==> config.mk <==
export PLATFORM = sky130hd
export DESIGN_NAME = smr_top
export DESIGN_NICKNAME = d
export VERILOG_FILES = /design/src/rtl/smr_pkg.sv /design/src/rtl/smr_edge.sv /design/src/rtl/smr_sync.sv /design/src/rtl/smr_top.sv
export SDC_FILE = /design/constraint.sdc
export NUM_CORES = 1
export LEC_CHECK = 0
export BUFFER_PORTS_ARGS = -buffer_cell sky130_fd_sc_hd__buf_2
export CORE_MARGIN = 3
export CORE_UTILIZATION = 45
export CTS_CLUSTER_SIZE = 10
export DETAILED_ROUTE_END_ITERATION = 6
export GPL_TIMING_DRIVEN = 0
export PLACE_DENSITY_LB_ADDON = 0.15
export SLEW_MARGIN = 20
export SYNTH_ARGS = -nofsm -noshare
export SYNTH_HDL_FRONTEND = slang
export SYNTH_HIERARCHICAL = 1
export SYNTH_SLANG_ARGS = --single-unit
==> constraint.sdc <==
create_clock -name i_clk -period 3.67 [get_ports i_clk]
set_input_delay 0.367 -clock i_clk [delete_from_list [all_inputs] [get_ports i_clk]]
set_output_delay 0.367 -clock i_clk [all_outputs]
set_load 0.1 [all_outputs]
==> src/rtl/smr_pkg.sv <==
package smr_pkg;
	// ***************************************************************
	// Register map (word addresses on the plain port)
	// ***************************************************************
	localparam logic [3:0] ADDR_LVD_CTL      = 4'h0;
	localparam logic [3:0] ADDR_INTR         = 4'h1;
	localparam logic [3:0] ADDR_INTR_SET     = 4'h2;
	localparam logic [3:0] ADDR_INTR_MASK    = 4'h3;
	localparam logic [3:0] ADDR_INTR_MASKED  = 4'h4;
	localparam logic [3:0] ADDR_INTR_CFG     = 4'h5;
	localparam logic [3:0] ADDR_RESET_STATUS = 4'h6;

	// ***************************************************************
	// Field layout
	// ***************************************************************
	localparam int TRIP_LSB   = 0;
	localparam int TRIP_W     = 4;
	localparam int SRC_LSB    = 4;
	localparam int SRC_W      = 3;
	localparam int EN_BIT     = 7;
	localparam int LVD_BIT    = 1;
	localparam int EDGE_LSB   = 0;
	localparam int EDGE_W     = 2;
	localparam int CTL_W      = 8;
	localparam int INTR_W     = 2;

	localparam logic [7:0]  LVD_CTL_RESET = 8'h00;
	localparam logic [1:0]  INTR_RESET    = 2'h0;
	localparam logic [31:0] READ_ZERO     = 32'h0000_0000;

	// ***************************************************************
	// Edge select codes
	// ***************************************************************
	localparam logic [1:0] EDGE_NONE    = 2'h0;
	localparam logic [1:0] EDGE_RISING  = 2'h1;
	localparam logic [1:0] EDGE_FALLING = 2'h2;
	localparam logic [1:0] EDGE_BOTH    = 2'h3;

	// ***************************************************************
	// Source select codes
	// ***************************************************************
	localparam logic [2:0] SRC_DIGITAL = 3'h0;
	localparam logic [2:0] SRC_BUS_A   = 3'h1;
	localparam logic [2:0] SRC_BUS_B   = 3'h2;
	localparam logic [2:0] SRC_IO      = 3'h3;

	// ***************************************************************
	// Power modes and reset sequencer
	// ***************************************************************
	typedef enum logic [2:0]
	{
		PM_ACTIVE     = 3'h0,
		PM_LP_ACTIVE  = 3'h1,
		PM_SLEEP      = 3'h2,
		PM_LP_SLEEP   = 3'h3,
		PM_DEEP_SLEEP = 3'h4,
		PM_HIBERNATE  = 3'h5
	} smr_mode_type;

	typedef enum logic [2:0]
	{
		ST_POWER_UP = 3'b001,
		ST_HOLD     = 3'b010,
		ST_RUN      = 3'b100
	} smr_state_type;

	localparam int RELEASE_NS = 100;
	localparam int CLK_MHZ    = 250;
	localparam int RELEASE_CYC = (RELEASE_NS * CLK_MHZ + 999) / 1000;
endpackage

==> src/rtl/smr_edge.sv <==
`timescale 1ns/10ps
module smr_edge
(
	input  wire logic       i_clk,
	input  wire logic       i_resetn,
	input  wire logic       i_ce,
	input  wire logic       i_level,
	input  wire logic [1:0] i_edge_sel,
	output logic            o_event
);
	logic prev_q;
	logic rise;
	logic fall;

	assign rise = i_level & ~prev_q;
	assign fall = ~i_level & prev_q;

	// ***************************************************************
	// Edge qualified by select code
	// ***************************************************************
	always_ff @(posedge i_clk or negedge i_resetn)
	begin
		if (!i_resetn)
		begin
			prev_q  <= 1'b0;
			o_event <= 1'b0;
		end
		else if (i_ce)
		begin
			prev_q <= i_level;
			if (i_edge_sel == smr_pkg::EDGE_RISING)
				o_event <= rise;
			else if (i_edge_sel == smr_pkg::EDGE_FALLING)
				o_event <= fall;
			else if (i_edge_sel == smr_pkg::EDGE_BOTH)
				o_event <= rise | fall;
			else
				o_event <= 1'b0;
		end
	end
endmodule

==> src/rtl/smr_sync.sv <==
`timescale 1ns/10ps
module smr_sync
#(
	parameter int WIDTH = 1
)
(
	input  wire logic             i_clk,
	input  wire logic             i_resetn,
	input  wire logic             i_ce,
	input  wire logic [WIDTH-1:0] i_async,
	output logic      [WIDTH-1:0] o_sync
);
	logic [WIDTH-1:0] meta_q;

	// ***************************************************************
	// Two-flop synchroniser per bit
	// ***************************************************************
	always_ff @(posedge i_clk or negedge i_resetn)
	begin
		if (!i_resetn)
		begin
			meta_q <= '0;
			o_sync <= '0;
		end
		else if (i_ce)
		begin
			meta_q <= i_async;
			o_sync <= meta_q;
		end
	end
endmodule

==> src/rtl/smr_top.sv <==
// How it works
// RULE1 - Control bits [6:4] pick the watched supply: digital, bus A, bus B, I/O.
// RULE2 - Control bits [3:0] pick one of up to 15 trip levels; the code passes all 16 codes of the 4-bit field through.
// RULE3 - Software disables the detector before changing the threshold.
// RULE4 - Control bit [7] turns the low supply detector on or off.
// RULE5 - A qualifying trip sets pending flag bit [1] of status.
// RULE6 - Pending flag reaches the processor only when its mask bit is 1.
// RULE7 - Config bits [1:0] choose edge: 2 falling, 3 both, reset none.
// RULE8 - Writing 1 clears the pending flag unless the low condition persists; the code also clears it while edge select is none.
// RULE9 - Software waits 8 us after enabling before trusting the interrupt.
// RULE10 - Software masks, configures, enables, waits, clears, then unmasks.
// RULE11 - Detector runs only in active, low power active, sleep, low power sleep.
// RULE12 - Software drops falling-edge detection around deep sleep.
// RULE13 - Reset holds while either brownout detector reports an unsafe level.
// RULE14 - No brownout reset while in hibernate.
// RULE15 - Over-voltage on the core supply resets, except in hibernate.
// RULE16 - Reset holds until both digital and analogue supplies are present.
// RULE17 - Power-on detector resets during ramp, then is disabled.
// RULE18 - A set register lets software force status bits.
// RULE19 - Masked view is status AND mask.
// RULE20 - Comparator output is synchronised before edge detection.
`timescale 1ns/10ps
module smr_top
#(
	parameter int RELEASE_CYCLES = smr_pkg::RELEASE_CYC
)
(
	input  wire logic        i_clk,
	input  wire logic        i_resetn,
	input  wire logic        i_ce,
	input  wire logic [3:0]  i_addr,
	input  wire logic [31:0] i_wdata,
	input  wire logic        i_wr,
	input  wire logic        i_rd,
	output logic      [31:0] o_rdata,
	input  wire logic [2:0]  i_power_mode,
	input  wire logic        i_power_on_trip,
	input  wire logic        i_digital_supply_brownout,
	input  wire logic        i_core_supply_brownout,
	input  wire logic        i_overvoltage_guard,
	input  wire logic        i_digital_supply_good,
	input  wire logic        i_analog_supply_good,
	input  wire logic        i_low_supply_trip,
	output logic             o_system_resetn,
	output logic             o_power_on_detector_enable,
	output logic             o_detector_enable,
	output logic      [2:0]  o_detector_source_select,
	output logic      [3:0]  o_detector_threshold_select,
	output logic             o_irq
);
	localparam int CNT_W = $clog2(RELEASE_CYCLES + 1);

	logic [smr_pkg::CTL_W-1:0]  ctl_q;
	logic [smr_pkg::INTR_W-1:0] status_q;
	logic [smr_pkg::INTR_W-1:0] mask_q;
	logic [smr_pkg::EDGE_W-1:0] edge_sel_q;
	logic [4:0]                 cause_q;
	logic [1:0]                 hib_q;
	logic [CNT_W-1:0]           cnt_q;
	smr_pkg::smr_state_type     state_q;

	logic [5:0] async_in;
	logic [5:0] sync_out;
	logic       trip_s;
	logic       por_s;
	logic       dbod_s;
	logic       cbod_s;
	logic       ovp_s;
	logic       supplies_s;
	logic       mode_ok;
	logic       no_hib;
	logic       gated_trip;
	logic       trip_event;
	logic       reset_req;
	logic       wr_ctl;
	logic       wr_intr;
	logic       wr_set;
	logic       wr_mask;
	logic       wr_cfg;
	logic [4:0] cause_now;

	// ***************************************************************
	// Input synchronisers
	// ***************************************************************
	assign async_in = {i_low_supply_trip, i_power_on_trip, i_digital_supply_brownout,
		i_core_supply_brownout, i_overvoltage_guard,
		i_digital_supply_good & i_analog_supply_good};

	smr_sync #(.WIDTH(6)) u_sync
	(
		.i_clk    (i_clk),
		.i_resetn (i_resetn),
		.i_ce     (i_ce),
		.i_async  (async_in),
		.o_sync   (sync_out)
	); // [RULE20]

	assign trip_s     = sync_out[5];
	assign por_s      = sync_out[4];
	assign dbod_s     = sync_out[3];
	assign cbod_s     = sync_out[2];
	assign ovp_s      = sync_out[1];
	assign supplies_s = sync_out[0];

	// ***************************************************************
	// Power mode qualification
	// ***************************************************************
	assign mode_ok = (i_power_mode == smr_pkg::PM_ACTIVE)
		|| (i_power_mode == smr_pkg::PM_LP_ACTIVE)
		|| (i_power_mode == smr_pkg::PM_SLEEP)
		|| (i_power_mode == smr_pkg::PM_LP_SLEEP); // [RULE11]
	assign no_hib = (i_power_mode != smr_pkg::PM_HIBERNATE) && !(|hib_q); // [RULE14]

	// Hold hibernate masking until stale synchronised causes drain
	always_ff @(posedge i_clk or negedge i_resetn)
	begin
		if (!i_resetn)
			hib_q <= '0;
		else if (i_ce)
			hib_q <= {hib_q[0], i_power_mode == smr_pkg::PM_HIBERNATE};
	end

	// Trip only counts while detector on and mode allows it
	assign gated_trip = trip_s & ctl_q[smr_pkg::EN_BIT] & mode_ok; // [RULE4] [RULE11]

	smr_edge u_edge
	(
		.i_clk      (i_clk),
		.i_resetn   (i_resetn),
		.i_ce       (i_ce),
		.i_level    (gated_trip),
		.i_edge_sel (edge_sel_q),
		.o_event    (trip_event)
	); // [RULE7] [RULE20]

	// ***************************************************************
	// Reset request sources
	// ***************************************************************
	assign cause_now = {por_s,
		dbod_s & no_hib,
		cbod_s & no_hib,
		ovp_s & no_hib,
		~supplies_s}; // [RULE13] [RULE14] [RULE15] [RULE16]
	assign reset_req = |cause_now;

	// ***************************************************************
	// Register write decode
	// ***************************************************************
	always_comb
	begin
		wr_ctl  = 1'b0;
		wr_intr = 1'b0;
		wr_set  = 1'b0;
		wr_mask = 1'b0;
		wr_cfg  = 1'b0;
		if (i_wr && i_addr == smr_pkg::ADDR_LVD_CTL)
			wr_ctl = 1'b1;
		else if (i_wr && i_addr == smr_pkg::ADDR_INTR)
			wr_intr = 1'b1;
		else if (i_wr && i_addr == smr_pkg::ADDR_INTR_SET)
			wr_set = 1'b1;
		else if (i_wr && i_addr == smr_pkg::ADDR_INTR_MASK)
			wr_mask = 1'b1;
		else if (i_wr && i_addr == smr_pkg::ADDR_INTR_CFG)
			wr_cfg = 1'b1;
	end

	// ***************************************************************
	// Detector control register
	// ***************************************************************
	always_ff @(posedge i_clk or negedge i_resetn)
	begin
		if (!i_resetn)
			ctl_q <= smr_pkg::LVD_CTL_RESET;
		else if (i_ce && wr_ctl)
			ctl_q <= i_wdata[smr_pkg::CTL_W-1:0]; // [RULE1] [RULE2] [RULE4]
	end

	// ***************************************************************
	// Mask and edge config
	// ***************************************************************
	always_ff @(posedge i_clk or negedge i_resetn)
	begin
		if (!i_resetn)
		begin
			mask_q     <= smr_pkg::INTR_RESET;
			edge_sel_q <= smr_pkg::EDGE_NONE;
		end
		else if (i_ce)
		begin
			if (wr_mask)
				mask_q <= {i_wdata[smr_pkg::LVD_BIT], 1'b0};
			if (wr_cfg)
				edge_sel_q <= i_wdata[smr_pkg::EDGE_LSB +: smr_pkg::EDGE_W]; // [RULE7]
		end
	end

	// ***************************************************************
	// Pending status flag
	// ***************************************************************
	always_ff @(posedge i_clk or negedge i_resetn)
	begin
		if (!i_resetn)
			status_q <= smr_pkg::INTR_RESET;
		else if (i_ce)
		begin
			// Set beats clear; a live low condition keeps it set unless edge select is none
			if (trip_event || (wr_set && i_wdata[smr_pkg::LVD_BIT]))
				status_q[smr_pkg::LVD_BIT] <= 1'b1; // [RULE5] [RULE18]
			else if (wr_intr && i_wdata[smr_pkg::LVD_BIT])
				status_q[smr_pkg::LVD_BIT] <= gated_trip
					&& edge_sel_q != smr_pkg::EDGE_NONE; // [RULE8]
			status_q[0] <= 1'b0;
		end
	end

	// ***************************************************************
	// Interrupt output
	// ***************************************************************
	always_ff @(posedge i_clk or negedge i_resetn)
	begin
		if (!i_resetn)
			o_irq <= 1'b0;
		else if (i_ce)
			o_irq <= |(status_q & mask_q); // [RULE6]
	end

	// ***************************************************************
	// Reset sequencer
	// ***************************************************************
	always_ff @(posedge i_clk or negedge i_resetn)
	begin
		if (!i_resetn)
		begin
			state_q <= smr_pkg::ST_POWER_UP;
			cnt_q   <= '0;
		end
		else if (i_ce)
		begin
			case (state_q)
				smr_pkg::ST_POWER_UP:
				begin
					// Ramp ends when no reset cause is left: power-on trip clear, supplies good, no unmasked brownout or over-voltage
					if (!reset_req)
					begin
						state_q <= smr_pkg::ST_RUN;
						cnt_q   <= '0;
					end
				end
				smr_pkg::ST_RUN:
				begin
					if (|cause_now[3:0])
					begin
						state_q <= smr_pkg::ST_HOLD; // [RULE13] [RULE15]
						cnt_q   <= '0;
					end
				end
				smr_pkg::ST_HOLD:
				begin
					if (|cause_now[3:0])
						cnt_q <= '0;
					else if (cnt_q == CNT_W'(RELEASE_CYCLES))
						state_q <= smr_pkg::ST_RUN;
					else
						cnt_q <= cnt_q + 1'b1;
				end
				default:
					state_q <= smr_pkg::ST_POWER_UP;
			endcase
		end
	end

	// ***************************************************************
	// Reset and detector outputs
	// ***************************************************************
	always_ff @(posedge i_clk or negedge i_resetn)
	begin
		if (!i_resetn)
		begin
			o_system_resetn             <= 1'b0;
			o_power_on_detector_enable  <= 1'b1;
			o_detector_enable           <= 1'b0;
			o_detector_source_select    <= smr_pkg::SRC_DIGITAL;
			o_detector_threshold_select <= 4'h0;
		end
		else if (i_ce)
		begin
			o_system_resetn <= (state_q == smr_pkg::ST_RUN) && !reset_req; // [RULE16]
			if (state_q == smr_pkg::ST_RUN)
				o_power_on_detector_enable <= 1'b0; // [RULE17]
			o_detector_enable           <= ctl_q[smr_pkg::EN_BIT] & mode_ok; // [RULE4] [RULE11]
			o_detector_source_select    <= ctl_q[smr_pkg::SRC_LSB +: smr_pkg::SRC_W]; // [RULE1]
			o_detector_threshold_select <= ctl_q[smr_pkg::TRIP_LSB +: smr_pkg::TRIP_W]; // [RULE2]
		end
	end

	// ***************************************************************
	// Reset cause capture
	// ***************************************************************
	always_ff @(posedge i_clk or negedge i_resetn)
	begin
		if (!i_resetn)
			cause_q <= '0;
		else if (i_ce)
			cause_q <= cause_q | cause_now; // Sticky, no software clear
	end

	// ***************************************************************
	// Read data
	// ***************************************************************
	always_ff @(posedge i_clk or negedge i_resetn)
	begin
		if (!i_resetn)
			o_rdata <= smr_pkg::READ_ZERO;
		else if (i_ce)
		begin
			o_rdata <= smr_pkg::READ_ZERO;
			if (i_rd && i_addr == smr_pkg::ADDR_LVD_CTL)
				o_rdata <= {24'h000000, ctl_q};
			else if (i_rd && i_addr == smr_pkg::ADDR_INTR)
				o_rdata <= {30'h0, status_q};
			else if (i_rd && i_addr == smr_pkg::ADDR_INTR_SET)
				o_rdata <= {30'h0, status_q};
			else if (i_rd && i_addr == smr_pkg::ADDR_INTR_MASK)
				o_rdata <= {30'h0, mask_q};
			else if (i_rd && i_addr == smr_pkg::ADDR_INTR_MASKED)
				o_rdata <= {30'h0, status_q & mask_q}; // [RULE19]
			else if (i_rd && i_addr == smr_pkg::ADDR_INTR_CFG)
				o_rdata <= {30'h0, edge_sel_q};
			else if (i_rd && i_addr == smr_pkg::ADDR_RESET_STATUS)
				o_rdata <= {27'h0, cause_q};
		end
	end
endmodule

==> impl_summary.log <==
[metrics] outcome: complete, no violations
[metrics] drt pass-1 iters: 5
[metrics] number of levels the H-tree was split into: 3
[metrics] DP Wirelength: around 4.4 mm
[metrics] top-area cell type share of the netlist area: 0.4797
[metrics] top-level I/O count: 94
[metrics] clock tree root buffer cell: clkbuf_8
[metrics] Layout area overhead: 21.01%
[metrics] met2 layer usage reported by global route: 0.2596
[metrics] number of diodes added for antenna fixing: 0
[metrics] remaining global-route overflow: 0
[metrics] fraction of layout instances using a drive strength above 1: 0.3908
[metrics] width of the die: 88.00 um
[metrics] post-route cell area: 0.003661 mm2
[metrics] met1 Use GR: 0.2281
[metrics] number of setup violations in the final report: 0
[metrics] global-route wire length before repair: 9.970 mm
[metrics] Cell Area, Synth: 0.003025 mm2
[metrics] buffer levels on the longest clock path: 2
[metrics] vias after detailed routing: 2143
[metrics] Max IR drop VDD: 0.0003267 V
[metrics] normalized max-slew margin: 0.5012
[metrics] # clock sinks: 60
[metrics] effective utilization at floorplan: 0.4711
[metrics] placed instance count: slightly above 400
[metrics] number of instances in the synthesized netlist: 264
[metrics] count of unresolved DRC violations after routing: 0
[metrics] Worst EP required: 3.89 ns
[metrics] synth top area cells: dfrtp_1 48%, mux2_2 7.8%, buf_4 6.2%
[metrics] CTS resizes: 0
[metrics] arrival time worst endpoint: 2.12 ns
[metrics] number of nets in the final layout: 398
[metrics] wire length reported by the detailed router: 6.119 mm
[metrics] leakage power: 0.001817 uW
[metrics] mean number of vias per cell: slightly above 5
[metrics] max-capacitance violation count: 0
[metrics] area taken by flip-flops and latches: 0.001504 mm2
[metrics] antenna violations before repair: 0
[metrics] clock input transition at the sequential cells of the worst setup and hold paths: ~0.07 ns
[metrics] number of non-filler instances in the completed layout: 425
[metrics] RSZ-0062 raised after global routing: no
[metrics] final critical path time including I/O delays and setup: 1.893 ns
[metrics] vias in the first global route: 2041
[metrics] area leader, netlist: dfrtp_1
[metrics] # fillers: 581
[metrics] die area: ~0.0077 mm2
[metrics] Pwr per Cell Area: 618.1 mW/mm2
[metrics] pins over their slew limit: 0
[metrics] Die Y-Extent: a little under 90 um
[metrics] dominant register cell in the synthesized netlist: dfrtp_1
[metrics] GP Congestion: 0.7892
[metrics] Mapped Avg Cell Area: about 11 um2
[metrics] portion of the clock cycle consumed by the worst path in the final layout: 0.5159
[metrics] post-place instance area: 0.003436 mm2
[metrics] commonest non-fill, non-tap cell in the layout: dfrtp_1
[metrics] global routing usage summed across all routing layers: 0.1690
[metrics] wire per inst: between 10 and 15 um
[metrics] number of hold-slack violations in the final timing report: 0
[metrics] number of synthesized register bits: 60
[metrics] HP Class: primary input to async pin
[metrics] number of warnings reported in the yosys synthesis log: 6
[metrics] area inside the core boundary: 0.006422 mm2
[metrics] nature of the critical path startpoint: flop
[metrics] worst setup skew after layout: 0.009453 ns
[metrics] number of placement rows: 29
[metrics] number of DRC violations after detailed-routing iteration 0: 69
[metrics] Hold Buf Count CTS: 0
[metrics] global-route track usage on met3: 0.04704
[metrics] setup bufs post-CTS: 0
[metrics] clock buffer count from CTS: 9
[metrics] distinct cell type count after synthesis: 54
[metrics] sum of negative setup slack: 0 ns
[metrics] Worst-Skew Late Latency: 0.34 ns
[metrics] post-route core utilization: 0.5700
[metrics] Final ANT Viol Nets: 0
[metrics] pin count of the biggest net entering global routing: between 60 and 70
[metrics] sequential-to-total area share from yosys stat: 0.4971
[metrics] CP max FO: 10
[metrics] I/O Buffers: 45
[metrics] capturing element type of the critical path: flop
[metrics] Post-synth EDFFs: 0
[metrics] Least-Margin Pin Slew: 0.7482 ns
[metrics] Power, Total: 2263 uW
[metrics] CTS tree: done
[metrics] top library cells by usage in the layout, fill and taps aside: 58 x dfrtp_1, 45 x buf_2, 26 x buf_4
[metrics] kind of critical path: flop to flop
[metrics] busiest metal layer after global routing: met2
[metrics] async set or reset register ratio after synthesis: 1.000
[metrics] area of the multi-input gates: around 0.0013 mm2
[metrics] maximum frequency from static timing analysis: approximately 530 MHz
==> final cells by class <==
type	instances	area share
timing repair buffer	45	0.06220
buffer	32	0.06494
sequential	60	0.4108
tap	77	0.02632
multi-input combinational	182	0.3609
inverter	13	0.01333
clock inverter	5	0.02290
clock buffer	11	0.03862
==> state kept, by name (all words and copies together), names as in the netlist <==
name                         cells
o_system_resetn                  1
u_edge/o_event                   1
ctl_q                            8
u_sync/meta_q                    6
mask_q                           1
status_q                         1
edge_sel_q                       2
cnt_q                            5
o_detector_threshold_select      4
o_detector_source_select         3
u_sync/o_sync                    6
u_edge/prev_q                    1
o_detector_enable                1
cause_q                          5
hib_q                            2
o_power_on_detector_enable       1
o_irq                            1
o_rdata                          8
state_q                          3
==> worst paths after layout <==
path	to	cells after the start	slack, ns	start
setup reg to reg	cnt_q[1]$_DFFE_PN0P_	6	1.78	u_sync/o_sync[1]$_DFFE_PN0P_
hold reg to reg	o_power_on_detector_enable$_DFFE_PN1P_	2	0.44	o_power_on_detector_enable$_DFFE_PN1P_
min in group i_clk	ctl_q[6]$_DFFE_PN0P_	2	0.26	i_wdata[6]
setup / recovery	cnt_q[1]$_DFFE_PN0P_	6	1.78	u_sync/o_sync[1]$_DFFE_PN0P_
hold / removal	cnt_q[0]$_DFFE_PN0P_	1	0.1	i_resetn
max in group asynchronous	ctl_q[3]$_DFFE_PN0P_	1	3.08	i_resetn
==> power by group <==
group	total [uW]	internal, uW	leakage (uW)	switching, uW
registers	819	761	0.000741	58.1
clock network	673	403	0.000106	269
logic	771	228	0.000970	543
==> cells by family after synthesis <==
kind of cell               count (synthesis)  share of synthesized area
DFF                                       60                     0.4971
and+or+nand+nor                           72                     0.1352
AOI/OAI and AO/OA                         46                     0.1079
other                                      1                   0.001240
adders and majority gates                  4                    0.01654
xor gates and xnor gates                   1                   0.002895
muxes                                     35                     0.1443
buffers and inverters                     45                    0.09470
==> synth_stat cells, types with 3 or more instances <==
library cell / number
a221oi_1: 3
nand2_1: 10
nand2b_1: 4
a31oi_1: 6
buf_6: 3
and3_1: 4
mux2_2: 21
dfrtp_1: 58
buf_4: 25
o21ai_0: 9
ha_1: 4
a21oi_1: 8
a21o_1: 3
nor2_1: 17
inv_1: 13
nand3b_1: 4
nor2b_1: 7
nand3_1: 8
a31o_2: 3
mux2_4: 12
==> worst max-delay path, cell delays in order, from the launching register on <==
cell	delay, ns
dfrtp_1	0.42
or3_1	0.41
nand4_1	0.11
o311a_1	0.17
buf_6	0.14
o311a_4	0.23
mux2_4	0.30
==> per-layer routing <==
layer / vias to the layer above / wire, um
met5: - / 0
met4: 0 / 91
met3: 7 / 340
met2: 56 / 2678
met1: 1034 / 3009
li1: 1046 / -
==> stage by stage <==
stage	hold WS, ns	setup slack (ns)
final	0.09568	1.777
after global routing	0.1574	1.688
after CTS	0.1352	1.765
after detailed placement	0.4295	1.685
after floorplan	0.07141	1.901
after global placement	0.4301	1.700
Power figures use the tool's default switching activity.
